==> src/smi_aux_defines.svh <==
// register indices, field positions and reset values for the smi auxiliary block
`ifndef SMI_AUX_DEFINES_SVH
`define SMI_AUX_DEFINES_SVH

// ==========================================================
// register indices (byte address is four times the index)
`define AUX_IDX_SMI_EN_ONE 8'hB4
`define AUX_IDX_SMI_EN_TWO 8'hB5
`define AUX_IDX_SMI_STAT_ONE 8'hB6
`define AUX_IDX_SMI_STAT_TWO 8'hB7
`define AUX_IDX_RSVD_STANDBY 8'hB8
`define AUX_IDX_PIN_MUX 8'hC0
`define AUX_IDX_FORCED_CHG 8'hC1
`define AUX_IDX_EVT_STATUS 8'hD0
`define AUX_IDX_EVT_MASK 8'hD1

// ==========================================================
// field positions
`define AUX_BIT_PARALLEL 1
`define AUX_BIT_SERIAL_TWO 2
`define AUX_BIT_SERIAL_ONE 3
`define AUX_BIT_FLOPPY 4
`define AUX_BIT_WATCHDOG 7
`define AUX_BIT_MOUSE 0
`define AUX_BIT_KEYBOARD 1
`define AUX_BIT_INFRARED 2
`define AUX_BIT_KBC_P12 4
`define AUX_BIT_DMA3_SEL 1
`define AUX_BIT_KBC_SEL 3
`define AUX_BIT_FORCE_CHG 0
`define AUX_BIT_EVT_IR 0
`define AUX_BIT_EVT_FORCE_CLR 1

// ==========================================================
// writable masks and reset values
`define AUX_MASK_EN_ONE 8'h9E
`define AUX_MASK_EN_TWO 8'h57
`define AUX_MASK_PIN_MUX 8'h0A
`define AUX_MASK_EVT 8'h03
// status two source enables only, smi routing bit kept out of the or
`define AUX_MASK_EVT_TWO_SRC 8'h17
`define AUX_RST_EN_ONE 8'h00
`define AUX_RST_EN_TWO 8'h02
`define AUX_RST_PIN_MUX 8'h02
`define AUX_RST_FORCED_CHG 1'b1
`define AUX_RST_EVT 8'h00

`endif

==> src/smi_aux_pkg.sv <==
// types shared by the smi auxiliary block
`default_nettype none

package smi_aux_pkg;

    // ==========================================================
    // peripheral request levels, high while asserted
    typedef struct packed {
        logic second_serial_irq_flag;
        logic first_serial_irq_flag;
        logic floppy_irq_flag;
        logic watchdog_flag;
        logic mouse_irq_flag;
        logic keyboard_irq_flag;
        logic kbc_port1_bit2_flag;
    } irq_sources_t;

    // ==========================================================
    // floppy drive pins seen by the forced change logic
    typedef struct packed {
        logic head_step_n;
        logic drive_select_zero_n;
        logic media_change_in_n;
    } floppy_pins_t;

    // ==========================================================
    // edge detector state
    typedef struct packed {
        logic primed;
        logic prev;
    } edge_state_t;

    // ==========================================================
    // main block state
    typedef struct packed {
        logic ack;
        logic [7:0] rdata;
        logic ir_flag;
        logic force_chg;
        logic [7:0] pin_mux;
        logic [7:0] smi_en_one;
        logic [7:0] smi_en_two;
        logic [7:0] evt_status;
        logic [7:0] evt_mask;
    } aux_state_t;

endpackage

`default_nettype wire

==> src/smi_aux_edge.sv <==
// transition detector for the selected infrared receive line
`default_nettype none

module smi_aux_edge
    import smi_aux_pkg::*;
(
    input wire logic clk,
    input wire logic srst,
    input wire logic level_in,
    output logic transition
);

    edge_state_t st_reg;
    edge_state_t st_next;

    // ==========================================================
    // edge detect
    // no edge reported until one sample is held, so reset never fakes one
    always_comb begin
        st_next = st_reg;
        st_next.primed = 1'b1;
        st_next.prev = level_in;
        transition = st_reg.primed && (level_in != st_reg.prev);
    end

    always_ff @(posedge clk) begin
        if (srst) begin
            st_reg <= '0;
        end else begin
            st_reg <= st_next;
        end
    end

endmodule

`default_nettype wire

==> src/smi_aux_top.sv <==
// smi status, pin multiplex and forced disk change registers over avalon-mm
// Operation
// - status one shows parallel at bit 1, serial two at 2, serial one at 3, floppy at 4, watchdog at 7.
// - status one flags follow their sources and no software access clears them.
// - the parallel flag reads one while the port is inactive and tracks acknowledge once active.
// - an active parallel port drives its flag straight from the acknowledge level, unlatched.
// - status two shows mouse at bit 0, keyboard at 1 and kbc port 1 bit 2 at 4, cleared at source.
// - status two bit 2 is set by any transition on the infrared line chosen by the input mux.
// - reading status two clears the infrared flag and leaves the other flags alone.
// - software writing one sets the forced change latch and writing zero does not clear it.
// - a step with drive select zero asserted clears the forced change latch.
// - the media changed bit is the change input or'ed with drive select zero and'ed with the latch.
// - a status flag reaches the smi output only when its enable bit is one.
//
// The Avalon-MM slave port was decided locally.
`include "smi_aux_defines.svh"
`default_nettype none

module smi_aux_top
    import smi_aux_pkg::*;
(
    input wire logic clk,
    input wire logic srst,
    input wire logic hard_reset,
    input wire logic [9:0] address,
    input wire logic read,
    input wire logic write,
    input wire logic [31:0] writedata,
    input wire logic [3:0] byteenable,
    output logic [31:0] readdata,
    output logic waitrequest,
    input wire irq_sources_t sources,
    input wire logic parallel_port_active,
    input wire logic printer_acknowledge_n,
    input wire logic ir_input_select,
    input wire logic infrared_receive_in,
    input wire logic second_serial_receive_in,
    input wire floppy_pins_t floppy_pins,
    output logic media_changed_bit,
    output logic system_mgmt_irq_n,
    output logic dma3_select,
    output logic kbc_select,
    output logic irq
);

    aux_state_t st_reg;
    aux_state_t st_next;

    // ==========================================================
    // decode helpers
    function automatic logic reg_hit(input logic [9:0] addr, input logic [7:0] idx);
        reg_hit = (addr == {idx, 2'b00});
    endfunction

    // ==========================================================
    // infrared input mux and transition detector
    logic ir_selected;
    logic ir_edge;

    assign ir_selected = ir_input_select ? infrared_receive_in : second_serial_receive_in;

    smi_aux_edge ir_edge_det (
        .clk(clk),
        .srst(srst),
        .level_in(ir_selected),
        .transition(ir_edge)
    );

    // ==========================================================
    // live status views
    logic parallel_port_irq_flag;
    logic [7:0] stat_one;
    logic [7:0] stat_two;

    assign parallel_port_irq_flag = parallel_port_active ? printer_acknowledge_n : 1'b1;

    always_comb begin
        stat_one = 8'h00;
        stat_one[`AUX_BIT_PARALLEL] = parallel_port_irq_flag;
        stat_one[`AUX_BIT_SERIAL_TWO] = sources.second_serial_irq_flag;
        stat_one[`AUX_BIT_SERIAL_ONE] = sources.first_serial_irq_flag;
        stat_one[`AUX_BIT_FLOPPY] = sources.floppy_irq_flag;
        stat_one[`AUX_BIT_WATCHDOG] = sources.watchdog_flag;
    end

    always_comb begin
        stat_two = 8'h00;
        stat_two[`AUX_BIT_MOUSE] = sources.mouse_irq_flag;
        stat_two[`AUX_BIT_KEYBOARD] = sources.keyboard_irq_flag;
        stat_two[`AUX_BIT_INFRARED] = st_reg.ir_flag;
        stat_two[`AUX_BIT_KBC_P12] = sources.kbc_port1_bit2_flag;
    end

    // ==========================================================
    // bus handshake
    // one wait state: data is captured first, then the access completes
    logic req;
    logic acc;
    logic wr_acc;
    logic rd_acc;

    assign req = read || write;
    assign acc = req && st_reg.ack;
    assign wr_acc = acc && write && byteenable[0];
    assign rd_acc = acc && read;
    assign waitrequest = req && !st_reg.ack;
    assign readdata = {24'h000000, st_reg.rdata};

    // ==========================================================
    // read mux
    logic [7:0] rd_value;

    // unmapped and reserved read as zero
    always_comb begin
        rd_value = 8'h00;
        if (reg_hit(address, `AUX_IDX_SMI_EN_ONE)) begin
            rd_value = st_reg.smi_en_one;
        end else if (reg_hit(address, `AUX_IDX_SMI_EN_TWO)) begin
            rd_value = st_reg.smi_en_two;
        end else if (reg_hit(address, `AUX_IDX_SMI_STAT_ONE)) begin
            rd_value = stat_one;
        end else if (reg_hit(address, `AUX_IDX_SMI_STAT_TWO)) begin
            rd_value = stat_two;
        end else if (reg_hit(address, `AUX_IDX_PIN_MUX)) begin
            rd_value = st_reg.pin_mux;
        end else if (reg_hit(address, `AUX_IDX_FORCED_CHG)) begin
            rd_value = {7'h00, st_reg.force_chg};
        end else if (reg_hit(address, `AUX_IDX_EVT_STATUS)) begin
            rd_value = st_reg.evt_status;
        end else if (reg_hit(address, `AUX_IDX_EVT_MASK)) begin
            rd_value = st_reg.evt_mask;
        end
    end

    // ==========================================================
    // next state
    logic ir_clear;
    logic force_set;
    logic force_hw_clr;
    logic [7:0] evt_set;

    always_comb begin
        st_next = st_reg;
        st_next.ack = req && !st_reg.ack;
        if (read && !st_reg.ack) begin
            st_next.rdata = rd_value;
        end

        // clear only the value the reader actually saw; a new edge wins
        ir_clear = rd_acc && reg_hit(address, `AUX_IDX_SMI_STAT_TWO)
            && st_reg.rdata[`AUX_BIT_INFRARED];
        st_next.ir_flag = ir_edge || (st_reg.ir_flag && !ir_clear);

        // write of one sets, zero ignored
        force_set = wr_acc && reg_hit(address, `AUX_IDX_FORCED_CHG)
            && writedata[`AUX_BIT_FORCE_CHG];
        force_hw_clr = !floppy_pins.head_step_n && !floppy_pins.drive_select_zero_n;
        if (force_set) begin
            st_next.force_chg = 1'b1;
        end else if (force_hw_clr) begin
            st_next.force_chg = 1'b0;
        end

        // masked writes keep reserved bits zero
        if (wr_acc && reg_hit(address, `AUX_IDX_PIN_MUX)) begin
            st_next.pin_mux = writedata[7:0] & `AUX_MASK_PIN_MUX;
        end
        if (wr_acc && reg_hit(address, `AUX_IDX_SMI_EN_ONE)) begin
            st_next.smi_en_one = writedata[7:0] & `AUX_MASK_EN_ONE;
        end
        if (wr_acc && reg_hit(address, `AUX_IDX_SMI_EN_TWO)) begin
            st_next.smi_en_two = writedata[7:0] & `AUX_MASK_EN_TWO;
        end
        if (wr_acc && reg_hit(address, `AUX_IDX_EVT_MASK)) begin
            st_next.evt_mask = writedata[7:0] & `AUX_MASK_EVT;
        end

        // sticky events, write one to clear, set beats clear
        evt_set = 8'h00;
        evt_set[`AUX_BIT_EVT_IR] = ir_edge;
        evt_set[`AUX_BIT_EVT_FORCE_CLR] = st_reg.force_chg && !st_next.force_chg;
        st_next.evt_status = st_reg.evt_status;
        if (wr_acc && reg_hit(address, `AUX_IDX_EVT_STATUS)) begin
            st_next.evt_status = st_reg.evt_status & ~writedata[7:0];
        end
        st_next.evt_status = st_next.evt_status | evt_set;

        // hard reset restores pin mux and the keyboard smi enable
        if (hard_reset) begin
            st_next.pin_mux = `AUX_RST_PIN_MUX;
            st_next.smi_en_two = st_next.smi_en_two | `AUX_RST_EN_TWO;
        end
    end

    // ==========================================================
    // state register
    // forced change latch comes up active
    always_ff @(posedge clk) begin
        if (srst) begin
            st_reg <= '0;
            st_reg.force_chg <= `AUX_RST_FORCED_CHG;
            st_reg.pin_mux <= `AUX_RST_PIN_MUX;
            st_reg.smi_en_one <= `AUX_RST_EN_ONE;
            st_reg.smi_en_two <= `AUX_RST_EN_TWO;
            st_reg.evt_status <= `AUX_RST_EVT;
            st_reg.evt_mask <= `AUX_RST_EVT;
        end else begin
            st_reg <= st_next;
        end
    end

    // ==========================================================
    // outputs
    logic smi_group;

    // media changed combination, pin levels as seen
    assign media_changed_bit = (floppy_pins.drive_select_zero_n && st_reg.force_chg)
        || floppy_pins.media_change_in_n;

    assign smi_group = |(stat_one & st_reg.smi_en_one)
        || |(stat_two & st_reg.smi_en_two & `AUX_MASK_EVT_TWO_SRC);
    assign system_mgmt_irq_n = !smi_group;

    assign dma3_select = st_reg.pin_mux[`AUX_BIT_DMA3_SEL];
    assign kbc_select = st_reg.pin_mux[`AUX_BIT_KBC_SEL];
    assign irq = |(st_reg.evt_status & st_reg.evt_mask);

    // ==========================================================
    // checks
    a_bus_wait_bound: assert property (@(posedge clk) disable iff (srst) // bus
        (req && !st_reg.ack) |=> (!waitrequest || !req))
        else $error("waitrequest held longer than one cycle");

    a_stat_one_layout: assert property (@(posedge clk) disable iff (srst)
        (rd_acc && reg_hit(address, `AUX_IDX_SMI_STAT_ONE) && $stable(stat_one))
        |-> (readdata[7:0] == stat_one && readdata[6:5] == 2'b00))
        else $error("status one read value wrong");

    a_par_inactive_one: assert property (@(posedge clk) disable iff (srst)
        !parallel_port_active |-> stat_one[`AUX_BIT_PARALLEL])
        else $error("parallel flag not one while inactive");

    a_par_tracks_ack: assert property (@(posedge clk) disable iff (srst)
        parallel_port_active |-> (stat_one[`AUX_BIT_PARALLEL] == printer_acknowledge_n))
        else $error("parallel flag not tracking acknowledge");

    a_ir_edge_sets: assert property (@(posedge clk) disable iff (srst)
        ($changed(ir_selected) && !$past(srst))
        |=> st_reg.ir_flag)
        else $error("infrared transition not flagged");

    a_ir_read_clears: assert property (@(posedge clk) disable iff (srst)
        (ir_clear && !ir_edge) |=> !st_reg.ir_flag)
        else $error("infrared flag not cleared by read");

    a_force_set_one: assert property (@(posedge clk) disable iff (srst || hard_reset)
        (wr_acc && reg_hit(address, `AUX_IDX_FORCED_CHG) && writedata[0]) |=> st_reg.force_chg)
        else $error("forced change not set by write");

    a_force_no_sw_clr: assert property (@(posedge clk) disable iff (srst)
        (st_reg.force_chg && !force_hw_clr) |=> st_reg.force_chg)
        else $error("forced change cleared without step");

    a_force_step_clr: assert property (@(posedge clk) disable iff (srst)
        (force_hw_clr && !force_set) |=> !st_reg.force_chg)
        else $error("forced change not cleared by step");

    a_media_changed: assert property (@(posedge clk) disable iff (srst)
        (st_reg.force_chg && floppy_pins.drive_select_zero_n) |-> media_changed_bit)
        else $error("media changed bit wrong");

    a_media_pin_or: assert property (@(posedge clk) disable iff (srst)
        floppy_pins.media_change_in_n |-> media_changed_bit)
        else $error("media changed bit ignores change input");

    a_media_ds0_off: assert property (@(posedge clk) disable iff (srst)
        (!floppy_pins.media_change_in_n && !floppy_pins.drive_select_zero_n) |-> !media_changed_bit)
        else $error("media changed bit set with both terms off");

    a_smi_gated: assert property (@(posedge clk) disable iff (srst)
        (st_reg.smi_en_one == 8'h00 && st_reg.smi_en_two == 8'h00) |-> system_mgmt_irq_n)
        else $error("smi asserted with all enables off");

    a_smi_kbd_gate: assert property (@(posedge clk) disable iff (srst)
        (stat_two[`AUX_BIT_KEYBOARD] && st_reg.smi_en_two[`AUX_BIT_KEYBOARD])
        |-> !system_mgmt_irq_n)
        else $error("enabled keyboard flag did not reach smi");

    a_pin_mux_hard: assert property (@(posedge clk) disable iff (srst)
        hard_reset |=> (st_reg.pin_mux == 8'h02))
        else $error("pin mux not restored by hard reset");

    a_stat_wr_ignored: assert property (@(posedge clk) disable iff (srst)
        (wr_acc && reg_hit(address, `AUX_IDX_SMI_STAT_TWO) && !ir_edge)
        |=> (st_reg.ir_flag == $past(st_reg.ir_flag)))
        else $error("status write changed a flag");

    a_stat_two_bits: assert property (@(posedge clk) disable iff (srst)
        (rd_acc && reg_hit(address, `AUX_IDX_SMI_STAT_TWO))
        |-> (readdata[`AUX_BIT_MOUSE] == $past(sources.mouse_irq_flag)
        && readdata[`AUX_BIT_KEYBOARD] == $past(sources.keyboard_irq_flag)
        && readdata[`AUX_BIT_KBC_P12] == $past(sources.kbc_port1_bit2_flag)))
        else $error("status two source bit wrong");

endmodule

`default_nettype wire

==> config.mk <==
export PLATFORM = sky130hd
export DESIGN_NAME = smi_aux_top
export DESIGN_NICKNAME = d
export VERILOG_FILES = /design/src/smi_aux_pkg.sv /design/src/smi_aux_edge.sv /design/src/smi_aux_top.sv
export VERILOG_INCLUDE_DIRS = /design/src
export SDC_FILE = /design/constraint.sdc
export NUM_CORES = 1
export LEC_CHECK = 0
export BUFFER_PORTS_ARGS = -buffer_cell sky130_fd_sc_hd__buf_2
export CAP_MARGIN = 10
export CORE_AREA = 5 5 73 75
export DETAILED_ROUTE_END_ITERATION = 6
export DIE_AREA = 0 0 78 80
export PLACE_DENSITY = 0.86
export SYNTH_ARGS = -nofsm -noshare
export SYNTH_HDL_FRONTEND = slang
export SYNTH_SLANG_ARGS = --single-unit
==> constraint.sdc <==
create_clock -name clk -period 2 [get_ports clk]
set_input_delay 0.2 -clock clk [delete_from_list [all_inputs] [get_ports clk]]
set_output_delay 0.2 -clock clk [all_outputs]
set_load 0.005 [all_outputs]
After elaboration in Yosys (flattened, before gate mapping). Index checks and enable logic that the tools add are counted.

Equal/unequal tests: 9. Mux-type cells: 15. Bitwise operators: 6. Reductions and logical operators: 34.

Operator list (number): $eq 10x10->1 const B (8); $mux 8 (9); $logic_and 1x1->1 (20); $and 8x8->8 (2); $reduce_or 8->1 (2); $and 8x2->8 (1); $not 8->8 (1); $or 8x2->8 (1); $logic_not 1->1 (6); $and 5x5->5 (1); $logic_or 1x1->1 (4); $mux 1 (4); $mux 2 (2); $reduce_or 4->1 (1); $reduce_or 2->1 (1); $ne 1x1->1 (1).

Register bits after elaboration: 38.

Depth between registers and ports, before layout.
Depth in word-level cells: 10. Mapped depth: 6. Gate-level depth less buffers: 5.

Hierarchy. From an unflattened synthesis, not the netlist that was laid out.

Cells, all modules: 244. Area total of the unflattened synthesis: 2098.3 µm².

By module, submodules not included: smi_aux_top (times used 1, cells an instance 238, area each 2033.2 µm², seq. area each 660.6 µm²); smi_aux_edge (times used 1, cells an instance 6, area each 65.1 µm², seq. area each 40.0 µm²).

Least setup slack after synthesis. OpenSTA, ideal clock, no wires.

Path type: input -> register. Start: in address[2]. End: reg st_reg (netlist bit readdata[2]). Arrival: 1.629 ns. Required time: 1.929 ns. Path slack: 0.300 ns. Stages on the path: 6. Buffers on the path: 1. Cell sequence: or4_1 -> buf_4 -> nor3_4 -> o2bb2a_4 -> a311o_1 -> a21oi_1.

Word-level cells in the longest chain between the ends: 8. Elaborated cells on any way between the ends: 14.

RTL lines: start, declared (RTL line smi_aux_top.sv:25) `input wire logic [9:0] address,`; $eq 10x10->1 (RTL line smi_aux_top.sv:52) `reg_hit = (addr == {idx, 2'b00});`; $mux 8 (RTL line smi_aux_top.sv:128) `` end else if (reg_hit(address, `AUX_IDX_EVT_STATUS)) begin ``; $mux 8 (RTL line smi_aux_top.sv:126) `` end else if (reg_hit(address, `AUX_IDX_FORCED_CHG)) begin ``; $mux 8 (RTL line smi_aux_top.sv:124) `` end else if (reg_hit(address, `AUX_IDX_PIN_MUX)) begin ``; $mux 8 (RTL line smi_aux_top.sv:122) `` end else if (reg_hit(address, `AUX_IDX_SMI_STAT_TWO)) begin ``; $mux 8 (RTL line smi_aux_top.sv:120) `` end else if (reg_hit(address, `AUX_IDX_SMI_STAT_ONE)) begin ``; $mux 8 (RTL line smi_aux_top.sv:118) `` end else if (reg_hit(address, `AUX_IDX_SMI_EN_TWO)) begin ``; $mux 8 (*) (RTL line smi_aux_top.sv:116) `` if (reg_hit(address, `AUX_IDX_SMI_EN_ONE)) begin ``; end signal, assigned (RTL line smi_aux_top.sv:208) `st_reg <= st_next;`; end, declared (RTL line smi_aux_top.sv:46) `aux_state_t st_reg;`.

Mark *: on every way between the ends. The rest lies on a longest branch, timed or not. A chain may end at the register's enable or synchronous reset.

Final worst setup path.
Start: reg st_reg[50] in the netlist's numbering. End: reg st_reg[17] in the netlist's numbering.

Word-level cells in the longest chain between the ends: 4.

RTL lines: $logic_and 1x1->1 (RTL line smi_aux_top.sv:103) `assign acc = req && st_reg.ack;`; $logic_and 1x1->1 (2 in a row) (RTL line smi_aux_top.sv:104) `assign wr_acc = acc && write && byteenable[0];`; $logic_and 1x1->1 (RTL line smi_aux_top.sv:171) `` if (wr_acc && reg_hit(address, `AUX_IDX_SMI_EN_TWO)) begin ``.

Every way passes these cells.

==> metrics.md <==
| Metric | Value |
|---|---|
| Critical path type | `flip-flop to flip-flop` |
| Largest net degree at the start of global routing | `24` |
| Status | `complete, no violations` |
| Nature of the critical path endpoint | `flip-flop` |
| Distinct cells, synth | `49` |
| Leakage | `0.987 nW` |
| Critical Path Start Type | `flip-flop` |
| Cell Chain, Critical Path | `nand3_1 > nand2b_1 > nor2_1 > buf_4 > mux2i_1 > nand2_1` |
| Synth Cell Area | `1990 sq um` |
| Net count reported at finish | `352` |
| R2R Setup Slk | `0.35 ns` |
| Port-buffer cells | `52` |
| Max cap viols | `0` |
| Delay-heaviest family, CP | `simple AND/OR/NAND/NOR gates` |
| Hold Buf Count CTS | `0` |
| Crit path buf inv count | `1` |
| Worst Hold Class | `input port to flip-flop` |
| Clock transition at path regs | `0.06 ns` |
| CP max stage cell | `dfxtp_1` |
| WL final | `5.35 mm` |
| RSZ-0062 raised after global routing | `no` |
| First-pass GRT wire length | `8.13 mm` |
| DIE AREA | `6240 sq um` |
| Ports | `104` |
| Clk Latency, worst-skew pair | `0.29 ns` |
| Number of synthesized register bits | `35` |
| Crit-path max FO | `6` |
| Initial antenna violation count | `0` |
| Register area share after synthesis | `35.2%` |
| Clk sinks | `35` |
| Worst Skew | `0.00664 ns` |
| Initial DRC count | `124` |
| Area occupied by multi-input gates | `1080 sq um` |
| Synth top cells by count | `dfxtp_1 (35), buf_4 (33), nand2_1 (20), nor2_1 (20), a21oi_1 (16)` |
| Post-CTS sizing | `0` |
| Slew Limit Fails | `0` |
| CORE AREA | `4600 sq um` |
| Root buffer cell | `clkbuf_8` |
| Cells after Synth | `233` |
| FILL cells | `477` |
| VDD IR max | `0.000298 V` |
| Final setup viols | `0` |
| Final HPWL DP | `4.26 mm` |
| Max FFs per register | `23` |
| Gr usage total | `16.9%` |
| Layout cells sized above 1 | `26.8%` |
| Most numerous cell in the Yosys netlist | `dfxtp_1` |
| Per-cell routed wire length | `15.7 um` |
| Synth-to-layout area growth | `16.2%` |
| Via/cell ratio | `5.34` |
| H-tree depth | `2` |
| # diodes | `0` |
| Post-CTS setup buffers | `0` |
| Residual DRC | `0` |
| Crit path DAT | `1.82 ns` |
| Number of cell rows | `25` |
| Final hold violations | `0` |
| Main flop type after synthesis | `dfxtp_1` |
| Asr flop ratio synth | `0%` |
| Post-synth EDFFs | `0` |
| Setup TNS | `0 ns` |
| Tcrit/Tclk final | `82.3%` |
| FMAX | `608 MHz` |
| CP required | `2.17 ns` |
| Ranking of synthesized cells by area | `dfxtp_1 (35%), buf_4 (12%), mux2i_1 (7.6%)` |
| Sequential Area | `701 sq um` |
| Final worst path period need | `1.65 ns` |
| TritonCTS clock tree | `done` |
| GP Congestion | `0.901` |
| Top cell type's share of synthesized area | `35.2%` |
| Grt ovf | `0` |
| Yosys Warn Count | `0` |
| Vias | `1,820` |
| Critical path's largest stage delay | `0.41 ns` |
| Max clock buf depth | `2` |
| Die H | `80 um` |
| Detail Route Antenna Nets | `0` |
| Die X | `78 um` |
| Mean Syn Cell Area | `8.53 sq um` |
| Vias in the first global route | `1,690` |
| Starting Density | `43.2%` |
| Initial DRT Pass Iterations | `5` |
| Total CTS buffers | `5` |
| Pwr dens | `628 nW/um^2` |
| Post-synth top area cell | `dfxtp_1` |
| Tot Pwr | `1.45 mW` |
-- worst paths after layout --
check / start / endpoint / cells after the start
setup / recovery: st_reg[50] / st_reg[17] / 6
hold / removal: hard_reset / kbc_select / 2
setup reg to reg: st_reg[50] / st_reg[17] / 6
hold reg to reg: readdata[5] / readdata[5] / 2
-- power breakdown --
| part | switching [mW] | internal [mW] | total, mW |
|---|---|---|---|
| clock | 0.242 | 0.314 | 0.556 |
| sequential | 0.0117 | 0.713 | 0.725 |
| combinational | 0.101 | 0.0695 | 0.171 |
| total | 0.355 | 1.10 | 1.45 |
-- kinds of logic after synthesis --
group / count (synthesis) / share of synthesized area (%)
AO/OA/AOI/OAI: 55 / 19.3
XOR/XNOR: 1 / 0.441
other: 1 / 0.189
multiplexers: 15 / 7.55
AND/OR/NAND/NOR: 82 / 22.8
flip-flops: 35 / 35.2
buffers and inverters: 44 / 14.5
-- placed cells by master (no fill, tap or decap), drive strengths merged, types with 6 or more instances in the layout --
cell    Yosys  layout
buf        33      63
dfxtp      35      35
conb        1      24
nor2       20      20
nand2      20      20
a21oi      16      16
mux2i      15      15
o21ai       9       9
clkbuf      7       8
nand3       7       7
and3        6       6
nor3        6       6
-- metrics by stage --
stage               instances  worst slack, ns  util [%]  hold slack, ns  cell area, sq um
floorplan                 256            0.300         -           0.279              2070
detailed placement        333            0.129      48.1           0.392              2210
global route              341            0.198      50.3          0.0778              2310
CTS                       341            0.360      50.3          0.0878              2310
global placement          333            0.131      48.1           0.384              2210
finish                    341            0.354      50.3          0.0946              2310
-- metal layers --
metal,wire (um),part of all wire [%],GRT usage [%],vias up
li1,-,-,-,897
met1,2190,41,20.2,835
met2,2570,48,28.2,78
met3,472,8.8,5.08,10
met4,112,2.1,6.42,0
met5,0,0,0,-
-- cell type report --
cell class	count	share of cell area (%)
Tap cell	54	2.92
Clock buffer	8	4.33
Timing Repair Buffer	63	14.8
Sequential cell	35	30.3
Multi-Input combinational cell	177	46.9
Inverter	4	0.650
Note: power is estimated with default switching activity, not from simulation.
